--- config.mk ---
export PLATFORM = sky130hd
export DESIGN_NAME = ppwm_measure
export DESIGN_NICKNAME = d
export VERILOG_FILES = /design/src/rtl/ppwm_measure.v /design/src/rtl/ppwm_prescaler.v
export VERILOG_INCLUDE_DIRS = /design/src /design/src/rtl
export SDC_FILE = /design/constraint.sdc
export NUM_CORES = 1
export LEC_CHECK = 0
export BUFFER_PORTS_ARGS = -buffer_cell sky130_fd_sc_hd__buf_4
export CORE_UTILIZATION = 35
export CTS_CLUSTER_SIZE = 14
export DETAILED_ROUTE_END_ITERATION = 6
export GPL_ROUTABILITY_DRIVEN = 0
export HOLD_SLACK_MARGIN = 0.08
export SLEW_MARGIN = 5
export SYNTH_ARGS = -nofsm -noshare
export SYNTH_HDL_FRONTEND = slang
export SYNTH_SLANG_ARGS = --single-unit
--- constraint.sdc ---
create_clock -name clk -period 4.7 [get_ports clk]
set_input_delay 0 -clock clk [delete_from_list [all_inputs] [get_ports clk]]
set_output_delay 0 -clock clk [all_outputs]
set_load 0.02 [all_outputs]
--- src/rtl/ppwm_map.vh ---
`ifndef PPWM_MAP_VH
`define PPWM_MAP_VH
// Count source select codes
`define PPWM_SRC_DIV1 2'h0
`define PPWM_SRC_DIV8 2'h1
`define PPWM_SRC_DIV32 2'h2
`define PPWM_SRC_SUB 2'h3
// Prescaler ratios
`define PPWM_DIV8_LAST 5'h07
`define PPWM_DIV32_LAST 5'h1F
// Measurement mode select
`define PPWM_MODE_PERIOD 1'b0
`define PPWM_MODE_WIDTH 1'b1
// Reset values and counter maximum
`define PPWM_CNT_RST 16'h0000
`define PPWM_RELOAD_RST 16'h0000
`define PPWM_CNT_MAX 16'hFFFF
`endif

--- src/rtl/ppwm_measure.v ---
`timescale 1ns/10ps
`include "ppwm_map.vh"
module ppwm_measure #(
   parameter CNT_W = 16
) (
   // Clock and reset
   input wire clk,
   input wire srst,
   // Control
   input wire countStart,
   input wire [1:0] srcSel,
   input wire measMode,
   input wire subTick,
   input wire modeRegWrite,
   input wire timerWrite,
   input wire [CNT_W-1:0] timerWrData,
   // Measurement input
   input wire measurementPulsePin,
   // Status and result
   output reg [CNT_W-1:0] timerRdData,
   output reg resultValid,
   output reg overflowFlag,
   output reg irqReq
);
   ////////////////////////////////////////////////////////////////////////////
   // Measurement phase codes, one-hot
   localparam [2:0] PH_WAIT1 = 3'h1;
   localparam [2:0] PH_WAIT2 = 3'h2;
   localparam [2:0] PH_VALID = 3'h4;

   ////////////////////////////////////////////////////////////////////////////
   // Registers and next values
   reg [CNT_W-1:0] cnt_q;
   reg [CNT_W-1:0] cnt_d;
   reg [CNT_W-1:0] reload_q;
   reg [CNT_W-1:0] reload_d;
   reg pin_q;
   reg [1:0] srcLatch_q;
   reg [1:0] srcLatch_d;
   reg [2:0] phase_q;
   reg [2:0] phase_d;
   reg ovf_q;
   reg ovf_d;
   reg irq_d;
   reg valid_d;

   ////////////////////////////////////////////////////////////////////////////
   // Combinational nets
   wire tick;
   wire effEdge;
   wire firstEdge;
   wire cntAtMax;
   wire ovfEvent;
   wire ovfClear;
   wire [1:0] srcUse;
   wire [CNT_W-1:0] cntOne;
   wire [CNT_W-1:0] cntInc;

   ////////////////////////////////////////////////////////////////////////////
   // Edge decode for a given measurement mode
   function edgeHit;
      input mode;
      input prevLevel;
      input curLevel;
      begin
         if (mode == `PPWM_MODE_WIDTH) begin
            edgeHit = prevLevel ^ curLevel;
         end else begin
            edgeHit = prevLevel & ~curLevel;
         end
      end
   endfunction

   ////////////////////////////////////////////////////////////////////////////
   // Source lock while counting
   assign srcUse = countStart ? srcLatch_q : srcSel;
   always @* begin
      srcLatch_d = srcLatch_q;
      if (!countStart) begin
         srcLatch_d = srcSel;
      end
   end
   always @(posedge clk) begin
      if (srst) begin
         srcLatch_q <= `PPWM_SRC_DIV1;
      end else begin
         srcLatch_q <= srcLatch_d;
      end
   end
   ppwm_prescaler uPre (
      .clk(clk),
      .srst(srst),
      .srcSel(srcUse),
      .subTick(subTick),
      .tick(tick)
   );

   ////////////////////////////////////////////////////////////////////////////
   // Edge detection; pin history idles high so reset gives no false fall
   always @(posedge clk) begin
      if (srst) begin
         pin_q <= 1'b1;
      end else begin
         pin_q <= measurementPulsePin;
      end
   end
   assign effEdge = countStart & edgeHit(measMode, pin_q, measurementPulsePin);

   ////////////////////////////////////////////////////////////////////////////
   // Overflow detect; an effective edge takes precedence over the tick
   assign cntAtMax = &cnt_q;
   assign ovfEvent = countStart & ~effEdge & tick & cntAtMax;
   assign ovfClear = modeRegWrite & countStart;

   ////////////////////////////////////////////////////////////////////////////
   // Counter and reload; timer writes have no path here
   assign cntOne = {{(CNT_W-1){1'b0}}, 1'b1};
   assign cntInc = cnt_q + cntOne;
   always @* begin
      cnt_d = cnt_q;
      reload_d = reload_q;
      if (countStart) begin
         if (effEdge) begin
            reload_d = cnt_q;
            cnt_d = `PPWM_CNT_RST;
         end else if (tick) begin
            cnt_d = cntInc;
         end
      end
   end
   always @(posedge clk) begin
      if (srst) begin
         cnt_q <= `PPWM_CNT_RST;
         reload_q <= `PPWM_RELOAD_RST;
      end else begin
         cnt_q <= cnt_d;
         reload_q <= reload_d;
      end
   end
   // timerWrite and timerWrData are deliberately unused

   ////////////////////////////////////////////////////////////////////////////
   // Measurement phase since start
   always @* begin
      if (!countStart) begin
         phase_d = PH_WAIT1;
      end else begin
         case (phase_q)
            PH_WAIT1: begin
               if (effEdge) begin
                  phase_d = PH_WAIT2;
               end else begin
                  phase_d = PH_WAIT1;
               end
            end
            PH_WAIT2: begin
               if (effEdge) begin
                  phase_d = PH_VALID;
               end else begin
                  phase_d = PH_WAIT2;
               end
            end
            PH_VALID: begin
               phase_d = PH_VALID;
            end
            default: begin
               phase_d = PH_WAIT1;
            end
         endcase
      end
   end
   always @(posedge clk) begin
      if (srst) begin
         phase_q <= PH_WAIT1;
      end else begin
         phase_q <= phase_d;
      end
   end
   assign firstEdge = effEdge & (phase_q == PH_WAIT1);

   ////////////////////////////////////////////////////////////////////////////
   // Next values of the status outputs
   always @* begin
      valid_d = 1'b0;
      if (countStart) begin
         if (phase_q == PH_VALID) begin
            valid_d = 1'b1;
         end else if (phase_q == PH_WAIT2 && effEdge) begin
            valid_d = 1'b1;
         end
      end
   end
   always @* begin
      irq_d = (effEdge & ~firstEdge) | ovfEvent;
   end
   always @* begin
      ovf_d = ovf_q;
      if (ovfEvent) begin
         ovf_d = 1'b1;
      end else if (ovfClear) begin
         ovf_d = 1'b0;
      end
   end

   ////////////////////////////////////////////////////////////////////////////
   // Output registers
   always @(posedge clk) begin
      if (srst) begin
         timerRdData <= `PPWM_RELOAD_RST;
      end else begin
         timerRdData <= reload_d;
      end
   end
   always @(posedge clk) begin
      if (srst) begin
         resultValid <= 1'b0;
      end else begin
         resultValid <= valid_d;
      end
   end
   always @(posedge clk) begin
      if (srst) begin
         irqReq <= 1'b0;
      end else begin
         irqReq <= irq_d;
      end
   end
   always @(posedge clk) begin
      if (srst) begin
         ovf_q <= 1'b0;
      end else begin
         ovf_q <= ovf_d;
      end
   end
   always @* begin
      overflowFlag = ovf_q;
   end
endmodule // ppwm_measure

--- src/rtl/ppwm_prescaler.v ---
`timescale 1ns/10ps
`include "ppwm_map.vh"
module ppwm_prescaler (
   // Clock and reset
   input wire clk,
   input wire srst,
   // Source select and sub-clock tick
   input wire [1:0] srcSel,
   input wire subTick,
   // Selected tick
   output reg tick
);
   reg [4:0] div_q;
   wire [4:0] divLast;
   ////////////////////////////////////////////////////////////////////////////
   // Free-running divider
   assign divLast = (srcSel == `PPWM_SRC_DIV8) ? `PPWM_DIV8_LAST : `PPWM_DIV32_LAST;
   always @(posedge clk) begin
      if (srst) begin
         div_q <= 5'h00;
      end else begin
         div_q <= div_q + 5'h01;
      end
   end
   ////////////////////////////////////////////////////////////////////////////
   // Source mux
   always @* begin
      case (srcSel)
         `PPWM_SRC_DIV1: tick = 1'b1;
         `PPWM_SRC_DIV8: tick = ((div_q & divLast) == divLast);
         `PPWM_SRC_DIV32: tick = ((div_q & divLast) == divLast);
         default: tick = subTick;
      endcase
   end
endmodule // ppwm_prescaler

==> flow_metrics.env, run 1 <==
export IMPL_outcome="completed"
export IMPL_setup_viol=0
export IMPL_worst_setup_path_type="in -> reg"
export IMPL_first_iter_violations=84
export IMPL_fmax_mhz=405.7
export IMPL_placedCellCount=302
export IMPL_maxCapViolations=0
export IMPL_h_tree_depth=2
export IMPL_clock_sinks=46
export IMPL_vias=1567
export IMPL_vdd_ir_drop_max_uv=122.6
export IMPL_drt_total_wl_mm=3.791
export IMPL_ioPinCount=45
export IMPL_worst_pin_slew_ps=634.8
export IMPL_antenna_cells=0
export IMPL_synth_top_cell_by_area="dfxtp_1"
export IMPL_syn_to_final_growth_pct=18.39
export IMPL_netlist_top_cells_area="dfxtp_1 46%, mux2i_1 10%, nor2_1 6.4%, ha_1 3.7%, nand3_1 3.0%"
export IMPL_drt_pass1_iter_count=4
export IMPL_clockBufferDepth=2
export IMPL_grt_max_degree=33
export IMPL_synthArstFlopShare_pct=0
export IMPL_holdWs_ps=358.0
export IMPL_yosys_area_top_type_share_pct=45.89
export IMPL_initial_core_util_pct=36.45
export IMPL_cp_arrival_ps=2620
export IMPL_power_uw=690.0
export IMPL_synthCells=213
export IMPL_cts_buffers=5
export IMPL_utilization_pct=43.15
export IMPL_place_detailed_hpwl_mm=2.511
export IMPL_min_period_over_period_pct=52.45
export IMPL_synthFlopType="dfxtp_1"
export IMPL_grtUsageTotal_pct=13.92
export IMPL_fp_row_count=27
export IMPL_ys_top_cells_by_count="46 x dfxtp_1, 34 x nor2_1, 20 x mux2i_1"
export IMPL_leakagePower_uw=0.001014
export IMPL_die_height_um=77.73
export IMPL_yosysUniqueCellTypes=47
export IMPL_critical_path_peak_fanout=14
export IMPL_setup_tns_ps=0
export IMPL_ys_seq_elements=46
export IMPL_drive_above_1_share_pct=16.05
export IMPL_dieWidth_um=77.73
export IMPL_worstSkewPairLatency_ps=290
export IMPL_synth_edf_count=0
export IMPL_yosysWarnings=0
export IMPL_avgRoutedWirePerCell_um=12.03
export IMPL_yosysSeqAreaShare_pct=45.89
export IMPL_core_area_um2=5507
export IMPL_fin_skew_ps=3.545
export IMPL_crit_required_ps=4850
export IMPL_globalRoute_totalOverflow=0
export IMPL_antenna_found_initial=0
export IMPL_hold_viol_final=0
export IMPL_vias_per_cell=4.975
export IMPL_fin_nets=275
export IMPL_end_kind="register"
export IMPL_drt_antenna_violating_nets=0
export IMPL_finalCriticalPeriod_ps=2465
export IMPL_portBuffers=27
export IMPL_fillers=569
export IMPL_tritoncts="built"
export IMPL_grt_pass1_vias=1474
export IMPL_dieArea_um2=6041
export IMPL_timing_max_slew_rel_slack_pct=57.68
export IMPL_worst_setup_path_start_kind="input pin"
export IMPL_cts_root_buf="clkbuf_8"
export IMPL_clkTransAtPathRegs_ps=80
export IMPL_final_cells=315
export IMPL_synth_most_common_cell="dfxtp_1"
export IMPL_hold_path_class="in -> reg"
export IMPL_rsz0062_at_grt="false"
export IMPL_postSynthAreaPerCell_um2=9.422
export IMPL_syn_num_nets=245
export IMPL_slew_viol_final=0
export IMPL_drc=0
export IMPL_powerDensity_nw_per_um2=290.4
export IMPL_synth_area_um2=2007
export IMPL_grt_pass1_wl_mm=6.782
[power breakdown]
| part | switching (uW) | internal [uW] | total (uW) | leakage [uW] |
|---|---|---|---|---|
| Combinational | 37.9 | 28.5 | 66.4 | 0.000603 |
| Sequential | 4.71 | 395 | 400 | 0.000372 |
| Clock | 121 | 103 | 224 | 0.0000383 |
[final timing paths]
kind / startpoint / to / slack [ps] / depth (start not counted)
max: countStart / cnt_q[9] / 2230 / 10
min: subTick / cnt_q[15] / 360 / 5
max reg2reg: srcLatch_q[1] / cnt_q[9] / 2450 / 8
min reg2reg: uPre.div_q[0] / uPre.div_q[0] / 450 / 1
[worst max-delay path, cell delays in order]
cell	delay (ps)
dlygate4sd3_1	530
buf_4	200
mux2i_1	370
inv_1	80
ha_1	230
nand4b_1	180
o21ai_1	330
and2_1	420
and3_1	220
nor3_1	50
[area by class of cell]
cell class / instances / area, um^2 / area share [%]
clock buffers: 7 / 76.32 / 3.212
inverters: 3 / 11.26 / 0.4739
multi-input cells: 154 / 1015 / 42.71
flip-flops and latches: 46 / 920.9 / 38.76
well taps: 72 / 90.09 / 3.791
repair buffers: 33 / 262.8 / 11.06
[layer usage]
metal	wire length, um	track usage [%]
met1	1936	18.89
met3	152	3.529
met5	0	0
met4	61	5.094
met2	1640	21.15
[metrics by stage]
step | area, um^2 | setup WS, ps
after floorplan | 2007 | 2579
after global placement | 2240 | 2476
after global routing | 2376 | 1970
after CTS | 2376 | 2231
after detailed placement | 2240 | 2452
final | 2376 | 2235
[what timing repair did]
| action | CTS | global route |
|---|---|---|
| resized for setup | 0 | 0 |
| hold buffers | 6 | 0 |
| buffers inserted | 0 | 0 |
| endpoints found under the hold margin | 9 | 0 |
[state kept, by name, indices dropped and copies added (netlist names)]
name,cells
cnt_q,16
timerRdData,16
uPre.div_q,5
phase_q,3
srcLatch_q,2
irqReq,1
overflowFlag,1
pin_q,1
resultValid,1
[kinds of logic (layout without fill, tap and decap cells)]
kind of cell	count (synthesis)	count (layout)	share of synthesized area (%)
AO/OA/AOI/OAI	30	30	9.663
XOR/XNOR	7	7	3.055
adder cells (fa/ha/maj)	6	6	3.741
buffers and inverters	13	43	3.553
flip-flops	46	46	45.89
multiplexers	20	20	9.975
AND/OR/NAND/NOR	91	91	24.13
[placed cells by master (no fill, tap or decap), drive strengths merged, types with 3 or more instances in the layout]
master,Yosys,final
dlygate4sd3,0,6
or3b,3,3
buf,6,27
nand4b,3,3
nand2b,6,6
clkbuf,3,7
nand2,11,11
nand3,12,12
nor2,34,34
o21ai,5,5
dfxtp,46,46
a311oi,4,4
mux2i,20,20
ha,6,6
and3,7,7
a21oi,11,11
inv,3,3
xnor2,3,3
xor2,4,4
(Power assumes the default switching activity.)
==> run 2: changes to the inputs <==
Settings changed: ABC_AREA from default to 1.
Clock period 4.7 ns to 2.2 ns, I/O delays scaled along.
==> run 2 against run 1 <==
Net effect: synthesized area increased by 4.4%; total power increased by 130%; wire length increased by 18%; combinational power increased to 3.2 times the previous value; worst hold slack got worse by 140 ps; via count increased by 16%; critical path depth increased by 3; first-iteration DRC count decreased by 30%; die area increased by 4.3%; largest cell class unchanged; largest power group unchanged.
==> flow_metrics.env, run 2 <==
export IMPL_synth_compound_area_share_pct=14.99
export IMPL_grt_max_degree=29
export IMPL_synthArstFlopShare_pct=0
export IMPL_outcome="completed"
export IMPL_finalCriticalPeriod_ps=2061
export IMPL_slew_viol_final=0
export IMPL_setup_viol=0
export IMPL_worst_pin_slew_ps=430.0
export IMPL_h_tree_depth=2
export IMPL_reg2reg_depth=10
export IMPL_fin_skew_ps=6.360
export IMPL_fp_row_count=27
export IMPL_layout_area_seq_um2=920.9
export IMPL_p_clk_share_pct=32.6
export IMPL_leakagePower_uw=0.001086
export IMPL_grt_pass1_wl_mm=7.859
export IMPL_hold_viol_final=0
export IMPL_vias=1823
export IMPL_cp_arrival_ps=2260
export IMPL_drt_total_wl_mm=4.475
export IMPL_cts_buffers=5
export IMPL_globalRoute_totalOverflow=0
export IMPL_ioPinCount=45
export IMPL_min_period_over_period_pct=93.69
export IMPL_yosys_area_share_simple_pct=28.02
export IMPL_dieArea_um2=6298
export IMPL_vias_per_cell=4.569
export IMPL_timing_max_slew_rel_slack_pct=71.29
export IMPL_largestRegisters="cnt_q: 16 flops, timerRdData: 16 flops, uPre.div_q: 5 flops"
export IMPL_pwr_share_comb_pct=13.2
export IMPL_whs_path_depth=5
export IMPL_vdd_ir_drop_max_uv=234.9
export IMPL_dieWidth_um=79.36
export IMPL_grt_pass1_vias=1713
export IMPL_synth_most_common_cell="nand2_1"
export IMPL_synth_area_um2=2095
export IMPL_clkTransAtPathRegs_ps=80
export IMPL_synthCells=289
export IMPL_hold_path_class="in -> reg"
export IMPL_synthFlopType="dfxtp_1"
export IMPL_holdWs_ps=220.9
export IMPL_die_height_um=79.36
export IMPL_postSynthAreaPerCell_um2=7.247
export IMPL_yosysSeqAreaShare_pct=43.97
export IMPL_yosys_area_top_type_share_pct=43.97
export IMPL_worst_setup_path_type="in -> reg"
export IMPL_grtUsageTotal_pct=16.08
export IMPL_maxCapViolations=0
export IMPL_p_sw_share_pct=25.69
export IMPL_drt_pass1_iter_count=4
export IMPL_critical_path_peak_fanout=6
export IMPL_synth_edf_count=0
export IMPL_initial_core_util_pct=37.13
export IMPL_synthXorXnorAreaFrac_pct=0.4182
export IMPL_powerDensity_nw_per_um2=630.5
export IMPL_netlist_top_cells_area="dfxtp_1 44%, nand2_1 12%, a21oi_1 7.4%, nor2_1 6.3%, inv_1 6.1%"
export IMPL_drc=0
export IMPL_clockBufferDepth=2
export IMPL_setup_tns_ps=0
export IMPL_syn_num_nets=321
export IMPL_tritoncts="built"
export IMPL_ys_seq_elements=46
export IMPL_yosysWarnings=0
export IMPL_end_kind="register"
export IMPL_multi_input_area_um2=1001
export IMPL_drive_above_1_share_pct=18.35
export IMPL_antenna_cells=0
export IMPL_fmax_mhz=485.1
export IMPL_antenna_found_initial=0
export IMPL_cts_root_buf="clkbuf_8"
export IMPL_p_switching_uw=412.2
export IMPL_avgRoutedWirePerCell_um=11.22
export IMPL_internal_power_uw=1192
export IMPL_synth_top_family_by_area="simple AND/OR/NAND/NOR gates"
export IMPL_core_area_um2=5642
export IMPL_layout_common_cells="69 x nand2_1, 46 x dfxtp_1, 35 x nor2_1"
export IMPL_crit_required_ps=2400
export IMPL_syn_to_final_growth_pct=21.51
export IMPL_drt_antenna_violating_nets=0
export IMPL_first_iter_violations=59
export IMPL_worst_setup_path_start_kind="input pin"
export IMPL_rsz0062_at_grt="false"
export IMPL_yosysUniqueCellTypes=27
export IMPL_yosys_area_share_adder_pct=3.584
export IMPL_place_detailed_hpwl_mm=3.095
export IMPL_ys_top_cells_by_count="69 x nand2_1, 46 x dfxtp_1, 35 x nor2_1"
export IMPL_synth_top_cell_by_area="dfxtp_1"
export IMPL_portBuffers=27
export IMPL_seqPwrFrac_pct=54.2
export IMPL_fin_nets=358
export IMPL_final_common_cell="nand2_1"
export IMPL_synth_area_mux_share_pct=0
export IMPL_clock_sinks=46
export IMPL_fillers=570
export IMPL_worstSkewPairLatency_ps=300
## run 2: worst max-delay path, stage by stage
cell and delay (ps):
dlygate4sd3_1 540, buf_4 140, inv_2 60, or2_2 270, o21ai_1 140, inv_1 90
ha_1 250, a21oi_4 200, inv_2 60, a21oi_4 200, nand3_1 150, nor2_1 110
nor2_1 50
## run 2: final timing paths
path | start | slack, ps | to
max | countStart | 140 | cnt_q[15]
min | measMode | 220 | irqReq
max reg2reg | srcLatch_q[0] | 260 | cnt_q[15]
min reg2reg | uPre.div_q[0] | 450 | uPre.div_q[0]
## run 2: power groups by stage
stage	combinational [uW]	clock [uW]	sequential, uW
after floorplan	123	0	903
after global placement	188	0	890
after detailed placement	191	0	890
after global routing	238	584	874
final	211	523	870
after CTS	202	544	870
## run 2: logic make-up after synthesis
group	count (synthesis)
flip-flops	46
AO/OA/AOI/OAI	56
XOR/XNOR	1
adder cells (fa/ha/maj)	6
buffers and inverters	45
AND/OR/NAND/NOR	135
## run 2: final cells by class
| type | instances | area share [%] |
|---|---|---|
| clock buffer | 7 | 3.392 |
| clock inverter | 1 | 0.1967 |
| inverter | 37 | 5.457 |
| multi-input combinational | 198 | 39.33 |
| sequential | 46 | 36.18 |
| tap | 72 | 3.540 |
| timing repair buffer | 38 | 11.90 |
## run 2: routing by layer
| metal | track usage [%] | up-vias | share of wire (%) |
|---|---|---|---|
| li1 | - | 989 | - |
| met1 | 21.97 | 796 | 52 |
| met4 | 7.091 | 0 | 1.8 |
| met2 | 23.79 | 32 | 43 |
| met5 | 0 | - | 0 |
| met3 | 3.908 | 6 | 3.7 |
## run 2: per-stage QoR
step | setup slack, ps | area [um^2] | power, uW | utilization, % | cells
final | 138.8 | 2545 | 1605 | 45.11 | 399
after global routing | 0.4803 | 2545 | 1696 | 45.11 | 399
after CTS | 94.06 | 2514 | 1616 | 44.56 | 397
after detailed placement | 203.3 | 2352 | 1081 | 41.69 | 382
after global placement | 227.8 | 2352 | 1078 | 41.69 | 382
after floorplan | 296.9 | 2095 | 1026 | - | 289
## run 2: repair_timing
action	CTS	global route
buffers inserted	0	2
hold buffers	7	0
setup endpoints to repair	0	16
resized for setup	0	4
hold endpoints to repair	19	0
==> run 3: changes to the inputs <==
Settings changed: CELL_PAD_IN_SITES_DETAIL_PLACEMENT from default to 0, CELL_PAD_IN_SITES_GLOBAL_PLACEMENT from default to 2, CORE_UTILIZATION 35 to 27, PLACE_DENSITY_LB_ADDON from default to 0.1.
==> run 3 against run 2 <==
Net effect: sequential share of layout area decreased by 0.65 points; final cell count increased by 6.5%; via count increased by 0.82%; total power increased by 7.6%; worst setup slack improved by 73 ps; clock skew about the same; combinational power increased by 2%; critical path type is now reg -> reg; first-iteration DRC count decreased by 8.5%; highest routed layer unchanged.
==> flow_metrics.env, run 3 (same netlist as run 2, synthesis figures left out) <==
export IMPL_setup_tns_ps=0
export IMPL_startpoint="srcLatch_q[1]"
export IMPL_seqPwrFrac_pct=50.5
export IMPL_grt_pass1_vias=1793
export IMPL_drt_total_wl_mm=5.380
export IMPL_syn_to_final_growth_pct=23.72
export IMPL_initial_core_util_pct=28.42
export IMPL_worst_slack_ps=212.0
export IMPL_worstSkewPairLatency_ps=310
export IMPL_min_from="countStart"
export IMPL_rr_startpoint="srcLatch_q[1]"
export IMPL_finalCriticalPeriod_ps=1988
export IMPL_core_area_um2=7370
export IMPL_p_clk_share_pct=37.0
export IMPL_portBuffers=27
export IMPL_p_sw_share_pct=26.13
export IMPL_cp_common_cell="nand2_1"
export IMPL_grtUsageTotal_pct=14.17
export IMPL_max_stage_delay_ps=320
export IMPL_cp_cell_sequence="or2_2 -> o21ai_0 -> ha_1 -> inv_1 -> nor2_1 -> nand2_1 -> nand2_1 -> nand2_4 -> nand2_8 -> nand2_1 -> nand2_1 -> nand2_1 -> nor2_1"
export IMPL_place_detailed_hpwl_mm=3.808
export IMPL_avgRoutedWirePerCell_um=12.66
export IMPL_maxCapViolations=0
export IMPL_pwr_share_comb_pct=12.5
export IMPL_fin_skew_ps=6.103
export IMPL_antenna_cells=0
export IMPL_vias=1838
export IMPL_hold_path_class="in -> reg"
export IMPL_critical_path_peak_fanout=16
export IMPL_internal_power_uw=1275
export IMPL_post_cts_buffers=0
export IMPL_dieArea_um2=8114
export IMPL_h_tree_depth=2
export IMPL_placed_area_um2=2414
export IMPL_slowest_stage="ha_1"
export IMPL_end_kind="register"
export IMPL_cts_root_buf="clkbuf_8"
export IMPL_largestRegisters="cnt_q: 16 flops, timerRdData: 16 flops, uPre.div_q: 5 flops"
export IMPL_drt_pass1_iter_count=4
export IMPL_tritoncts="built"
export IMPL_clockBufferDepth=2
export IMPL_vias_per_cell=4.325
export IMPL_hold_viol_final=0
export IMPL_outcome="completed"
export IMPL_die_height_um=90.08
export IMPL_placedCellCount=411
export IMPL_clock_sinks=46
export IMPL_final_common_cell="nand2_1"
export IMPL_layout_common_cells="69 x nand2_1, 46 x dfxtp_1, 35 x nor2_1"
export IMPL_powerDensity_nw_per_um2=666.1
export IMPL_fin_area_um2=2591
export IMPL_grt_max_degree=26
export IMPL_antenna_found_initial=0
export IMPL_clkTransAtPathRegs_ps=90
export IMPL_first_iter_violations=54
export IMPL_p_switching_uw=450.9
export IMPL_worst_setup_path_start_kind="register"
export IMPL_leakagePower_uw=0.001095
export IMPL_fp_row_count=31
export IMPL_drc=0
export IMPL_vdd_ir_drop_max_uv=210.6
export IMPL_grt_pass1_wl_mm=8.990
export IMPL_dieWidth_um=90.08
export IMPL_ioPinCount=45
export IMPL_fillers=841
export IMPL_slew_viol_final=0
export IMPL_timing_max_slew_rel_slack_pct=68.72
export IMPL_cts_buffers=5
export IMPL_crit_required_ps=2410
export IMPL_fmax_mhz=503.0
export IMPL_setup_viol=0
export IMPL_worst_setup_path_type="reg -> reg"
export IMPL_rsz0062_at_grt="false"
export IMPL_final_cells=425
export IMPL_globalRoute_totalOverflow=0
export IMPL_worst_pin_slew_ps=468.6
export IMPL_drive_above_1_share_pct=18.71
export IMPL_min_period_over_period_pct=90.36
export IMPL_cp_arrival_ps=2200
export IMPL_preCtsSetupSlack_ps=168.2
export IMPL_drt_antenna_violating_nets=0
export IMPL_fin_nets=357
## run 3: cell types whose count changed in the layout (fill, tap and decap cells not counted), sizes merged
cell,change
clkinv,+1
dlygate4sd3,-1
clkbuf,-2
bufinv,+1
## run 3: metal layers
metal	part of all wire, %	global-route usage [%]	vias to the layer above
li1	-	-	984
met1	50	18.00	816
met2	46	23.66	31
met3	2.9	2.792	7
met4	1.4	5.242	0
met5	0	0	-
## run 3: worst paths after layout
kind                            slack [ps]             to  depth (start not counted)
worst min register to register         460  uPre.div_q[0]                          1
worst min-delay path                    50  srcLatch_q[0]                          3
worst max-delay path                   210      cnt_q[15]                         13
worst max register to register         210      cnt_q[15]                         13
## run 3: power groups by stage
stage	Clock, uW	Combinational [uW]	Sequential, uW
floorplan	0	123	903
global placement	0	209	890
detailed placement	0	209	891
CTS	664	218	871
global route	700	243	875
finish	639	216	871
## run 3: timing repair
| item | in CTS | in global routing |
|---|---|---|
| endpoints found under the setup margin | 0 | 10 |
| hold buffers | 6 | 0 |
| gates resized for setup | 0 | 2 |
| hold endpoints to repair | 18 | 0 |
## run 3: worst max-delay path: cells and delay by family, from the launching register on
| kind | cells | cell delay, ps |
|---|---|---|
| AND/OR/NAND/NOR | 10 | 1030 |
| adder cells (fa/ha/maj) | 1 | 320 |
| flip-flops | 1 | 300 |
| AO/OA/AOI/OAI | 1 | 180 |
| buffers and inverters | 1 | 50 |
## run 3: layout make-up
class / instances / area [um^2] / share of cell area [%]
Clock buffer: 5 / 68.82 / 2.656
Clock inverter: 3 / 40.04 / 1.545
Inverter: 37 / 138.9 / 5.360
Multi-Input combinational cell: 198 / 993.5 / 38.34
Sequential cell: 46 / 920.9 / 35.54
Tap cell: 99 / 123.9 / 4.780
Timing Repair Buffer: 37 / 305.3 / 11.78
## run 3: stage by stage
step	hold slack (ps)	total power (uW)	util (%)
2_1_floorplan	100.3	1026	-
3_3_place_gp	191.4	1099	32.75
3_5_place_dp	193.8	1100	32.75
4_1_cts	95.30	1753	35.04
5_1_grt	106.3	1818	35.16
6_report	49.91	1726	35.16
